File: config.mk
export PLATFORM = sky130hd
export DESIGN_NAME = asr_seq
export DESIGN_NICKNAME = d
export VERILOG_FILES = /design/src/hdl/asr_pkg.sv /design/src/hdl/asr_tick_if.sv /design/src/hdl/asr_seq.sv /design/src/hdl/asr_rate_tick.sv
export SDC_FILE = /design/constraint.sdc
export NUM_CORES = 1
export LEC_CHECK = 0
export ABC_AREA = 1
export BUFFER_PORTS_ARGS = -buffer_cell sky130_fd_sc_hd__buf_2
export CORE_ASPECT_RATIO = 1.25
export CORE_UTILIZATION = 55
export DETAILED_ROUTE_END_ITERATION = 12
export GPL_ROUTABILITY_DRIVEN = 1
export PLACE_DENSITY = 0.78
export SLEW_MARGIN = 20
export SYNTH_ARGS = -nofsm -noshare
export SYNTH_HDL_FRONTEND = slang
export SYNTH_HIERARCHICAL = 1
export SYNTH_SLANG_ARGS = --single-unit
File: constraint.sdc
create_clock -name clock -period 2.8 [get_ports clock]
set_input_delay 0.14 -clock clock [delete_from_list [all_inputs] [get_ports clock]]
set_output_delay 0.14 -clock clock [all_outputs]
set_load 0.05 [all_outputs]
File: src/hdl/asr_pkg.sv
package asr_pkg;

    // Clock figures
    localparam int CLK_PERIOD_NS = 25;
    localparam int CLK_FREQ_HZ = 1000000000 / CLK_PERIOD_NS;

    // Modulator strobe: one modulator cycle is this many master clocks
    localparam int MOD_DIV_CYC = 128;

    // Default output-rate period in master clocks; the real figure is set by the filter word
    localparam int OUT_PERIOD_DEF_CYC = 12800;

    // Filter settling after a sync or reset release, in output-rate periods
    localparam int SETTLE_PERIODS = 3;
    localparam logic [1:0] SETTLE_LAST = 2'h2;
    localparam logic [1:0] SETTLE_FULL = 2'h3;

    // Word-ready high gap on an update over an unread word, in master clock periods
    localparam int WR_PULSE_TCLK = 500;
    localparam int WR_PULSE_CYC = WR_PULSE_TCLK;
    localparam logic [8:0] WR_PULSE_LAST = 9'(WR_PULSE_CYC - 1);

    // Typical oscillator start-up the host waits for, in ms, per supply voltage
    localparam int OSC_START_5V_MS = 10;
    localparam int OSC_START_3V_MS = 15;

    // Word-ready states
    typedef enum logic [1:0] {
        RDY_EMPTY,
        RDY_FULL,
        RDY_GAP
    } asr_rdy_e;

endpackage

File: src/hdl/asr_tick_if.sv
`timescale 1ns/1ps
interface asr_tick_if;
    logic clr;
    logic tick;

    // Sequencer holds the divider in clear and takes its strobe
    modport ctl (output clr, input tick);
    // Divider side
    modport cnt (input clr, output tick);
endinterface

File: src/hdl/asr_seq.sv
`timescale 1ns/1ps
module asr_seq #(
    parameter int OUT_PERIOD_CYC = asr_pkg::OUT_PERIOD_DEF_CYC
) (
    // Clock and system reset
    input wire logic clock,
    input wire logic nrst,
    // Host control pins
    input wire logic syncPinN,
    input wire logic resetPinN,
    input wire logic filterSyncBit,
    input wire logic dataRead,
    // Clock forwarding
    output wire logic mclkOut,
    // Converter sequencing
    output wire logic filterRun,
    output wire logic modTick,
    output wire logic dataLoad,
    output wire logic syncStart,
    // Host status pin
    output wire logic wordReadyN
);

    typedef struct packed {
        logic syncPinR;
        logic syncPrev;
        logic resetPinR;
        logic filterRun;
        logic [1:0] settleCnt;
        asr_pkg::asr_rdy_e rdy;
        logic [8:0] pulseCnt;
        logic dataLoad;
        logic syncStart;
        logic wordReadyN;
    } asr_seq_s;

    asr_seq_s st_r;
    asr_seq_s st_nxt;

    asr_tick_if outTk ();
    asr_tick_if modTk ();

    logic hold;
    logic loadNow;
    logic readNow;

    // Output-rate divider; cleared while the filter is held
    asr_rate_tick #(
        .PERIOD(OUT_PERIOD_CYC)
    ) u_out_tick (
        .clock(clock),
        .nrst(nrst),
        .tk(outTk.cnt)
    );

    // Modulator strobe divider, aligned to the same release edge
    asr_rate_tick #(
        .PERIOD(asr_pkg::MOD_DIV_CYC)
    ) u_mod_tick (
        .clock(clock),
        .nrst(nrst),
        .tk(modTk.cnt)
    );

    // Both dividers restart together so every device on the same sync lines up
    assign outTk.clr = !st_r.filterRun;
    assign modTk.clr = !st_r.filterRun;

    // Forwarded master clock; no reset term so it never stops
    assign mclkOut = clock;
    // The reset pin is kept out of this path on purpose: a host clocked from
    // here must keep running through a reset command

    // Held by a low sync pin, a set sync bit or a low reset pin
    always_comb begin
        hold = !st_r.syncPinR || filterSyncBit || !st_r.resetPinR;
        readNow = dataRead && st_r.resetPinR;
        loadNow = st_r.filterRun && !hold && outTk.tick && (st_r.settleCnt >= asr_pkg::SETTLE_LAST);
    end

    // Next state of the sequencer
    always_comb begin
        st_nxt = st_r;
        st_nxt.syncPinR = syncPinN;
        st_nxt.syncPrev = st_r.syncPinR;
        st_nxt.resetPinR = resetPinN;
        st_nxt.dataLoad = 1'b0;
        // Rising sync, seen on consecutive samples, marks a start-convert
        st_nxt.syncStart = st_r.syncPinR && !st_r.syncPrev;

        // Filter and modulator run from the clock after the hold ends
        st_nxt.filterRun = !hold;

        // Settling counts whole output periods from the release
        if (hold || !st_r.filterRun) begin
            st_nxt.settleCnt = 2'h0;
        end else if (outTk.tick && st_r.settleCnt != asr_pkg::SETTLE_FULL) begin
            st_nxt.settleCnt = st_r.settleCnt + 2'h1;
        end

        if (loadNow) begin
            st_nxt.dataLoad = 1'b1;
        end

        // Word-ready tracking; a load in the same cycle as a read wins
        if (!st_r.resetPinR) begin
            st_nxt.rdy = asr_pkg::RDY_EMPTY;
            st_nxt.pulseCnt = 9'h000;
        end else if (loadNow && !readNow && st_r.rdy != asr_pkg::RDY_EMPTY) begin
            st_nxt.rdy = asr_pkg::RDY_GAP;
            st_nxt.pulseCnt = 9'h000;
        end else if (loadNow) begin
            st_nxt.rdy = asr_pkg::RDY_FULL;
            st_nxt.pulseCnt = 9'h000;
        end else if (readNow) begin
            st_nxt.rdy = asr_pkg::RDY_EMPTY;
            st_nxt.pulseCnt = 9'h000;
        end else begin
            // Sync alone leaves an unread word and an empty register as they are
            case (st_r.rdy)
                asr_pkg::RDY_GAP: begin
                    if (st_r.pulseCnt == asr_pkg::WR_PULSE_LAST) begin
                        st_nxt.rdy = asr_pkg::RDY_FULL;
                    end else begin
                        st_nxt.pulseCnt = st_r.pulseCnt + 9'h001;
                    end
                end
                asr_pkg::RDY_FULL: begin
                    st_nxt.rdy = asr_pkg::RDY_FULL;
                end
                default: begin
                    st_nxt.rdy = asr_pkg::RDY_EMPTY;
                end
            endcase
        end

        // Pin is low only while an unread word sits in the register
        st_nxt.wordReadyN = (st_nxt.rdy != asr_pkg::RDY_FULL);
    end

    // State register; pins sample high so nothing looks asserted after reset
    always_ff @(posedge clock or negedge nrst) begin
        if (!nrst) begin
            st_r <= '{
                syncPinR: 1'b1,
                syncPrev: 1'b1,
                resetPinR: 1'b1,
                filterRun: 1'b0,
                settleCnt: 2'h0,
                rdy: asr_pkg::RDY_EMPTY,
                pulseCnt: 9'h000,
                dataLoad: 1'b0,
                syncStart: 1'b0,
                wordReadyN: 1'b1
            };
        end else begin
            st_r <= st_nxt;
        end
    end

    // Outputs straight from flops
    assign filterRun = st_r.filterRun;
    assign modTick = modTk.tick;
    assign dataLoad = st_r.dataLoad;
    assign syncStart = st_r.syncStart;
    assign wordReadyN = st_r.wordReadyN;

    // Helper counts for checks spanning long intervals
    int hiRun;
    int sinceRun;
    always_ff @(posedge clock or negedge nrst) begin
        if (!nrst) begin
            hiRun <= 0;
            sinceRun <= 0;
        end else begin
            hiRun <= st_r.wordReadyN ? hiRun + 1 : 0;
            sinceRun <= !st_r.filterRun ? 0 : (sinceRun < 32'h3fffffff ? sinceRun + 1 : sinceRun);
        end
    end
endmodule // asr_seq

File: src/hdl/asr_rate_tick.sv
`timescale 1ns/1ps
module asr_rate_tick #(
    parameter int PERIOD = 128
) (
    // Clock and reset
    input wire logic clock,
    input wire logic nrst,
    // Strobe link to the sequencer
    asr_tick_if.cnt tk
);

    localparam int CW = $clog2(PERIOD);
    localparam logic [CW-1:0] CNT_LAST = CW'(PERIOD - 1);
    localparam logic [CW-1:0] CNT_ZERO = '0;

    typedef struct packed {
        logic [CW-1:0] cnt;
        logic tick;
    } asr_tick_s;

    asr_tick_s st_r;
    asr_tick_s st_nxt;

    // Count master clocks; the strobe is one cycle wide every PERIOD cycles
    always_comb begin
        st_nxt = st_r;
        st_nxt.tick = 1'b0;
        if (tk.clr) begin
            st_nxt.cnt = CNT_ZERO;
        end else if (st_r.cnt == CNT_LAST) begin
            st_nxt.cnt = CNT_ZERO;
            st_nxt.tick = 1'b1;
        end else begin
            st_nxt.cnt = st_r.cnt + CW'(1);
        end
    end

    // State register
    always_ff @(posedge clock or negedge nrst) begin
        if (!nrst) begin
            st_r <= '0;
        end else begin
            st_r <= st_nxt;
        end
    end

    assign tk.tick = st_r.tick;
endmodule // asr_rate_tick

-- After elaboration in Yosys (flattened, before gate mapping)
Index checks and enable logic that the tools add are counted.
- register bits after elaboration: 43
- input port bits: 6
- output and inout bits: 6
- word-level logic and storage cells: 67
- reduce and logical (&&, ||, !) cells: 20
- muxes and demuxes: 19
- equality and inequality tests: 9
- add/sub/neg operators: 4
- magnitude comparators: 1
- operators with widths (kind ; number):
    2-to-1 mux 11 bit ; 4
    2-to-1 mux 14 bit ; 2
    2-to-1 mux 9 bit ; 2
    adder 14 x 1 -> 14 bit (second input constant) ; 1
    equality test 14 bit (second input constant) ; 1
    2-to-1 mux 7 bit ; 2
    adder 9 x 1 -> 9 bit (second input constant) ; 1
    equality test 9 bit (second input constant) ; 1
    logical AND 1 bit ; 8
    adder 7 x 1 -> 7 bit (second input constant) ; 1
    equality test 7 bit (second input constant) ; 1
    zero test 1 bit ; 6
    2-to-1 mux 2 bit ; 3
    2-to-1 mux 1 bit ; 5
    inequality test 5 x 1 -> 1 bit (second input constant) ; 1
    inequality test 5 bit (second input constant) ; 1
    one-hot mux 2 bit (2 select lines) ; 1
    nonzero test 2 bit ; 2
    logical OR 1 bit ; 3
    adder 2 x 1 -> 2 bit (second input constant) ; 1
    equality test 2 x 1 -> 1 bit (second input constant) ; 1
    equality test 2 bit (second input constant) ; 1
    greater-or-equal comparator 2 bit (second input constant) ; 1
    inequality test 2 x 1 -> 1 bit (second input constant) ; 1
    other kinds (2) ; 2

-- Logic depth before layout (Yosys ltp)
Gate-level depths: netlist (run 1).
- word-level depth: 12
- gate-level depth with buffers: 10
- gate-level depth less buffers: 10

-- By module
Netlist (run 1), hierarchy kept.
- modules (own cells, without submodules) (module ; instances ; seq. area each (um^2) ; area an instance (um^2) ; cells each):
    asr_seq ; 1 ; 505.5 ; 1086.0 ; 126
    asr_rate_tick (u_out_tick) ; 1 ; 375.4 ; 775.7 ; 98
    asr_rate_tick (u_mod_tick) ; 1 ; 200.2 ; 359.1 ; 39

==> impl_metrics.yaml, run 1 <==
worst_setup_path:
  critPathRequiredTime_ns: 2.66
  path_class: "clk -> out"
  critPathMaxFanout: 2
  worstReg2RegStart: "st_r[15]"
  cp-start-kind: "clock port"
  critPathLaunch: "clock"
  crit_arrival_ns: 1.82
  end_kind: "primary output"
floorplanning:
  start_util: 0.582
  die_y_um: 73.0
  die_w_um: 58.8
  die_area_sq_um: 4300
  io_pins: 12
  rows: 25
  core_sq_um: 3820
sta:
  report.final.hold_viol_count: 0
  skew_ns: 0.00958
  tightest_slew_ns: 0.922
  rsz0062_at_grt: "false"
  tns_ns: 0
  slew_headroom: 0.385
  slew_viol_final: 0
  setup_viol: 0
global_route:
  grt_pass1_vias: 1676
  gr-usage-all-layers: 0.214
  grt_pass1_wl_um: 6580
  grt.overflow.total: 0
  grt_max_degree: 44
  antenna_found_initial: 0
place:
  place.detailed.hpwl_um: 2680
  portBuffers: 11
  globalplace.congestion: 0.824
  post_dp_cell_area_sq_um: 2340
yosys:
  synth-simple-area-share: 0.314
  synth_mux_area_frac: 0
  netlist.area_leader.share: 0.439
  seq_area_frac_synth: 0.487
  synth-seq-cells: 43
  synth_xor_area_frac: 0.0315
  synth_top_family_by_area: "simple AND/OR/NAND/NOR gates"
  synthAdderAreaFrac: 0.0451
  synth.distinct_cells: 31
  yosysWarnings: 6
  netlist_instances: 263
  synth_area_sq_um: 2220
  synth_area_leaders: "dfrtp_1, nand2_1, nor2_1"
  synth_nets: 277
  synth_top_area_cell: "dfrtp_1"
  synth.avg_cell_area_sq_um: 8.44
  synth_compound_area_frac: 0.0462
worst_hold_path:
  hp-class: "in -> reg"
  hp-start: "filterSyncBit"
outcome:
  status: "finished clean"
layout:
  fill_cells: 340
  nNetsFinal: 300
  stdcell_area_sq_um: 2540
  final_cell_mix: "nand2_1, nor2_1, dfrtp_1"
  syn_to_final_growth_pct: 14.4
  multi_input_area_sq_um: 970
  final_common_cell: "nand2_1"
  drive_gt1_frac: 0.213
  n_antenna_cell: 0
  register_area_sq_um: 1080
power:
  power_w: 0.00141
  leakage_nw: 1.15
  power_density_nw_per_um2: 554
  peakVddDrop_v: 0.000722
route:
  drc: 0
  firstDrtPassIters: 4
  drt_wl_total_um: 3710
  drtAntennaViolNets: 0
  first_iter_violations: 58
  vias: 1658
  avgViaCountPerCell: 4.86
  routedWlPerCell_um: 10.9
clock_network:
  cts_tree: "yes"
  clock_latency_ns: 0.40
  cts.clk_slew.worst_paths_ns: 0.08
job:
  maxCapViolCount: 0
-- cell usage after synthesis, drive strengths merged --
library cell and n:
nand2 57, nor2 57, inv 42, dfrtp 39
nand3 16, ha 8, a21oi 7, xor2 7
nor3 6, o21ai 6, dfstp 4, nand4 4
nor3b 3, a21boi 1, and2 1, buf 1
nand3b 1, o21bai 1, o31ai 1, xnor2 1
-- per-layer routing --
| layer | up-vias | track usage | wire length [um] |
|---|---|---|---|
| li1 | 861 | - | - |
| met1 | 771 | 0.220 | 1550 |
| met2 | 18 | 0.366 | 1960 |
| met3 | 8 | 0.0691 | 110 |
| met4 | 0 | 0.146 | 90 |
| met5 | - | 0 | 0 |
-- sequential cells by signal (all words and copies together), names as in the netlist --
| name | count |
|---|---|
| u_out_tick/st_r | 14 |
| wordReadyN | 1 |
| u_mod_tick/st_r | 7 |
| st_r | 15 |
| u_out_tick/tk.tick | 1 |
| filterRun | 1 |
| st_nxt | 1 |
| syncStart | 1 |
| dataLoad | 1 |
| u_mod_tick/tk.tick | 1 |
-- through the flow --
step,instances,hold WS [ns],util,setup WS [ns]
finish,341,0.0241,0.666,0.836
global route,341,0.0191,0.666,0.824
CTS,341,0.00540,0.666,0.827
global placement,327,0.245,0.612,1.07
floorplan,263,-0.156,-,1.09
detailed placement,327,0.255,0.612,1.07
-- final timing paths --
check	to	slack, ns	cells past startpoint
min in group asynchronous	st_r[7]	0.41	2
worst max-delay path	mclkOut	0.84	3
worst min-delay path	filterRun	0.02	4
max in group asynchronous	u_mod_tick/st_r[3]	1.81	2
worst max register to register	st_r[8]	1.34	7
worst min register to register	st_r[18]	0.39	0
-- final cells by class --
type / count / area share
Multi-Input combinational cell: 177 / 0.382
Sequential cell: 43 / 0.426
Clock buffer: 10 / 0.0468
Timing Repair Buffer: 13 / 0.0315
Clock inverter: 2 / 0.0236
Tap cell: 54 / 0.0266
Inverter: 42 / 0.0640
-- cells by family (layout without fill, tap and decap cells) --
kind of cell    Yosys count  in the layout
xor+xnor                  8              8
simple gates            145            145
buf+inv                  43             67
flops                    43             43
compound gates           16             16
fa+ha+maj                 8              8
-- worst max-delay path: stages --
cell and delay, ns:
clkbuf_8 0.11, clkbuf_8 0.12, buf_2 0.20
-- timing repair --
item                      4_1_cts  5_1_grt
setup buffers                   0        0
gates resized for setup         0        0
hold buffers                    3        0
hold endpoints to repair       41        0
-- power breakdown --
| group | switching, W | internal (W) |
|---|---|---|
| Combinational | 0.0000316 | 0.0000115 |
| Clock | 0.000275 | 0.000457 |
| Sequential | 0.00000448 | 0.000627 |
No activity file was read; power rests on OpenSTA's default activity.
==> run 2: changes to the inputs <==
Settings changed: ABC_AREA 1 to 0.
Clock period 2.8 ns to 1.95 ns, I/O delays scaled along.
==> run 2 against run 1 <==
Against the previous run: highest routed layer unchanged; clock skew decreased by 0.0047 ns; hold slack improved by 0.083 ns; utilization increased by 1.3 points; the flow now finishes with violations (DRC); global-route usage decreased by 0.32 points.
==> impl_metrics.yaml, run 2 <==
floorplanning:
  die_area_sq_um: 4040
  die_y_um: 70.9
  io_pins: 12
  rows: 24
  core_sq_um: 3540
  start_util: 0.589
  die_w_um: 57.1
worst_setup_path:
  path_class: "reg -> reg"
  reg2reg_depth: 6
  rrSetupSlack_ns: 0.28
  critPathSlowestCell: "dfrtp_1"
  critPathLaunch: "st_r[14]"
  critPathMaxFanout: 7
  max_stage_delay_ns: 0.40
  crit_arrival_ns: 2.00
  cp-start-kind: "flip-flop"
  path_buf_inv: 1
  endpoint: "wordReadyN"
  end_kind: "flip-flop"
  worstReg2RegStart: "st_r[14]"
  worst-path-stages: 6
  r2r_end: "wordReadyN"
  critPathTopFamily: "simple AND/OR/NAND/NOR gates"
  worstPathCellList: "inv_1 > ha_1 > o21ai_0 > or2_0 > nand3_1 > o32a_1"
  critPathRequiredTime_ns: 2.28
place:
  globalplace.congestion: 0.884
  portBuffers: 11
  place.detailed.hpwl_um: 2520
  post_dp_cell_area_sq_um: 2180
  post-place-ws_ns: 0.286
route:
  drtAntennaViolNets: 0
  vias: 1478
  first_iter_violations: 68
  drt_wl_total_um: 3740
  routedWlPerCell_um: 14.3
  drc: 2
  avgViaCountPerCell: 5.66
  firstDrtPassIters: 8
clock_network:
  clock_latency_ns: 0.40
  cts_resized: 0
  cts.clk_slew.worst_paths_ns: 0.08
  cts_tree: "yes"
  postCtsSetupBuffers: 0
yosys:
  synth.avg_cell_area_sq_um: 10.6
  synth_mux_area_frac: 0
  yosys-top-cells-count: "dfrtp_1, nor2_1, xnor2_1, nand2_1"
  netlist.area_leader.share: 0.468
  synth_top_area_cell: "dfrtp_1"
  synth.distinct_cells: 43
  synth_top_family_by_area: "simple AND/OR/NAND/NOR gates"
  synth_compound_area_frac: 0.0678
  synthArstFlopShare: 1.00
  yosysWarnings: 6
  synth_area_leaders: "dfrtp_1, nor2_1, xnor2_1"
  synth_edf_count: 0
  seq_area_frac_synth: 0.518
  synth_nets: 211
  synth_xor_area_frac: 0.0924
  synth-simple-area-share: 0.244
  netlist_instances: 197
  synth-seq-cells: 43
  synth_ff_type: "dfrtp_1"
  synthAdderAreaFrac: 0.0480
  yosys.cell_count.top_type: "dfrtp_1"
  synth_area_sq_um: 2090
sta:
  skew_ns: 0.00484
  fin_crit_ns: 1.67
  report.final.hold_viol_count: 0
  clock.fmax_mhz: 598
  setup_viol: 0
  slew_headroom: 0.754
  tightest_slew_ns: 0.368
  slew_viol_final: 0
  tns_ns: 0
  setup_slack_ns: 0.278
  timing.final.crit_share: 0.857
  rsz0062_at_grt: "false"
  hold_ws_ns: 0.107
global_route:
  grt_max_degree: 17
  grt_use_met3: 0.0640
  grt.overflow.total: 0
  met1_usage: 0.218
  grt_pass1_wl_um: 6240
  grt_busiest_layer: "met2"
  antenna_found_initial: 0
  gr-usage-all-layers: 0.211
  grt_pass1_vias: 1511
  use_met2: 0.363
outcome:
  status: "finished with violations"
  violations: "DRC"
power:
  power_w: 0.00203
  power.switching_w: 0.000449
  seq_power_share: 0.447
  peakVddDrop_v: 0.000942
  power_density_nw_per_um2: 843
  p_clk_frac: 0.523
  intPower_w: 0.00158
  swShare: 0.222
  comb_power_share: 0.030
  leakage_nw: 1.04
worst_hold_path:
  hp-class: "in -> async"
layout:
  largest-register: "st_r"
  drive_gt1_frac: 0.189
  final_cell_mix: "dfrtp_1, nor2_1, xnor2_1"
  largest_reg_flops: 15
  stdcell_area_sq_um: 2400
  multi_input_area_sq_um: 942
  final_common_cell: "dfrtp_1"
  nNetsFinal: 235
  n_antenna_cell: 0
  syn_to_final_growth_pct: 15.2
  top_regs: "st_r: 15 flops, u_out_tick/st_r: 14 flops, u_mod_tick/st_r: 7 flops"
  fill_cells: 286
  register_area_sq_um: 1080
job:
  maxCapViolCount: 0
[run 2: cell count changes in the layout (fill, tap and decap cells not counted), moves of 4 or more]
cell and change:
and3_1 +4, inv_1 -24, inv_2 -6, nand2_1 -39, nand2_2 -4, nand3_1 -4, nor2_1 -11, nor2_2 -6
nor2_4 -4, xnor2_1 +13
[run 2: worst min-delay path by stage]
stage	start	endpoint	slack, ns	cells after the start
3_5_place_dp	nrst	st_r[10]	-0.008	1
2_1_floorplan	nrst	dataLoad	-0.20	0
5_1_grt	nrst	st_r[10]	0.11	2
6_report	nrst	st_r[9]	0.11	2
4_1_cts	nrst	st_r[10]	0.1	2
3_3_place_gp	nrst	st_r[9]	-0.008	1
[run 2: cells by family after synthesis]
logic type,after synthesis
compound gates,19
xor+xnor,22
fa+ha+maj,8
buf+inv,14
flops,43
simple gates,91
[run 2: power by group through the flow]
| stage | logic [W] | clock network, W | registers, W |
|---|---|---|---|
| global route | 0.0000677 | 0.00113 | 0.000907 |
| CTS | 0.0000613 | 0.00109 | 0.000906 |
| detailed placement | 0.0000533 | 0.0000978 | 0.000923 |
| floorplan | 0.0000158 | 0.000111 | 0.000929 |
| finish | 0.0000607 | 0.00106 | 0.000906 |
| global placement | 0.0000518 | 0.0000978 | 0.000923 |
[run 2: stage by stage]
stage,utilization,instances
final,0.678,261
after global routing,0.678,261
after CTS,0.678,261
after detailed placement,0.615,245
after global placement,0.615,245
after floorplan,-,197
[run 2: worst reg2reg max path, cell delays in order (launching register included)]
cell,delay (ns)
dfrtp_1,0.40
inv_1,0.06
ha_1,0.19
o21ai_0,0.13
or2_0,0.33
nand3_1,0.16
o32a_1,0.34
[run 2: layout make-up]
class,instances,area share
inverter,10,0.0156
timing repair buffer,17,0.0479
clock inverter,2,0.0250
tap,39,0.0203
sequential,43,0.450
multi-input combinational,140,0.392
clock buffer,10,0.0495
[run 2: metal layers]
metal / share of wire / wire length [um]
met3: 0.026 / 97
met5: 0 / 0
met1: 0.41 / 1520
met2: 0.54 / 2010
met4: 0.027 / 101
[run 2: repair_timing]
| item | in CTS | in global routing |
|---|---|---|
| endpoints found under the setup margin | 0 | 0 |
| hold buffers | 5 | 0 |
| endpoints found under the hold margin | 43 | 0 |
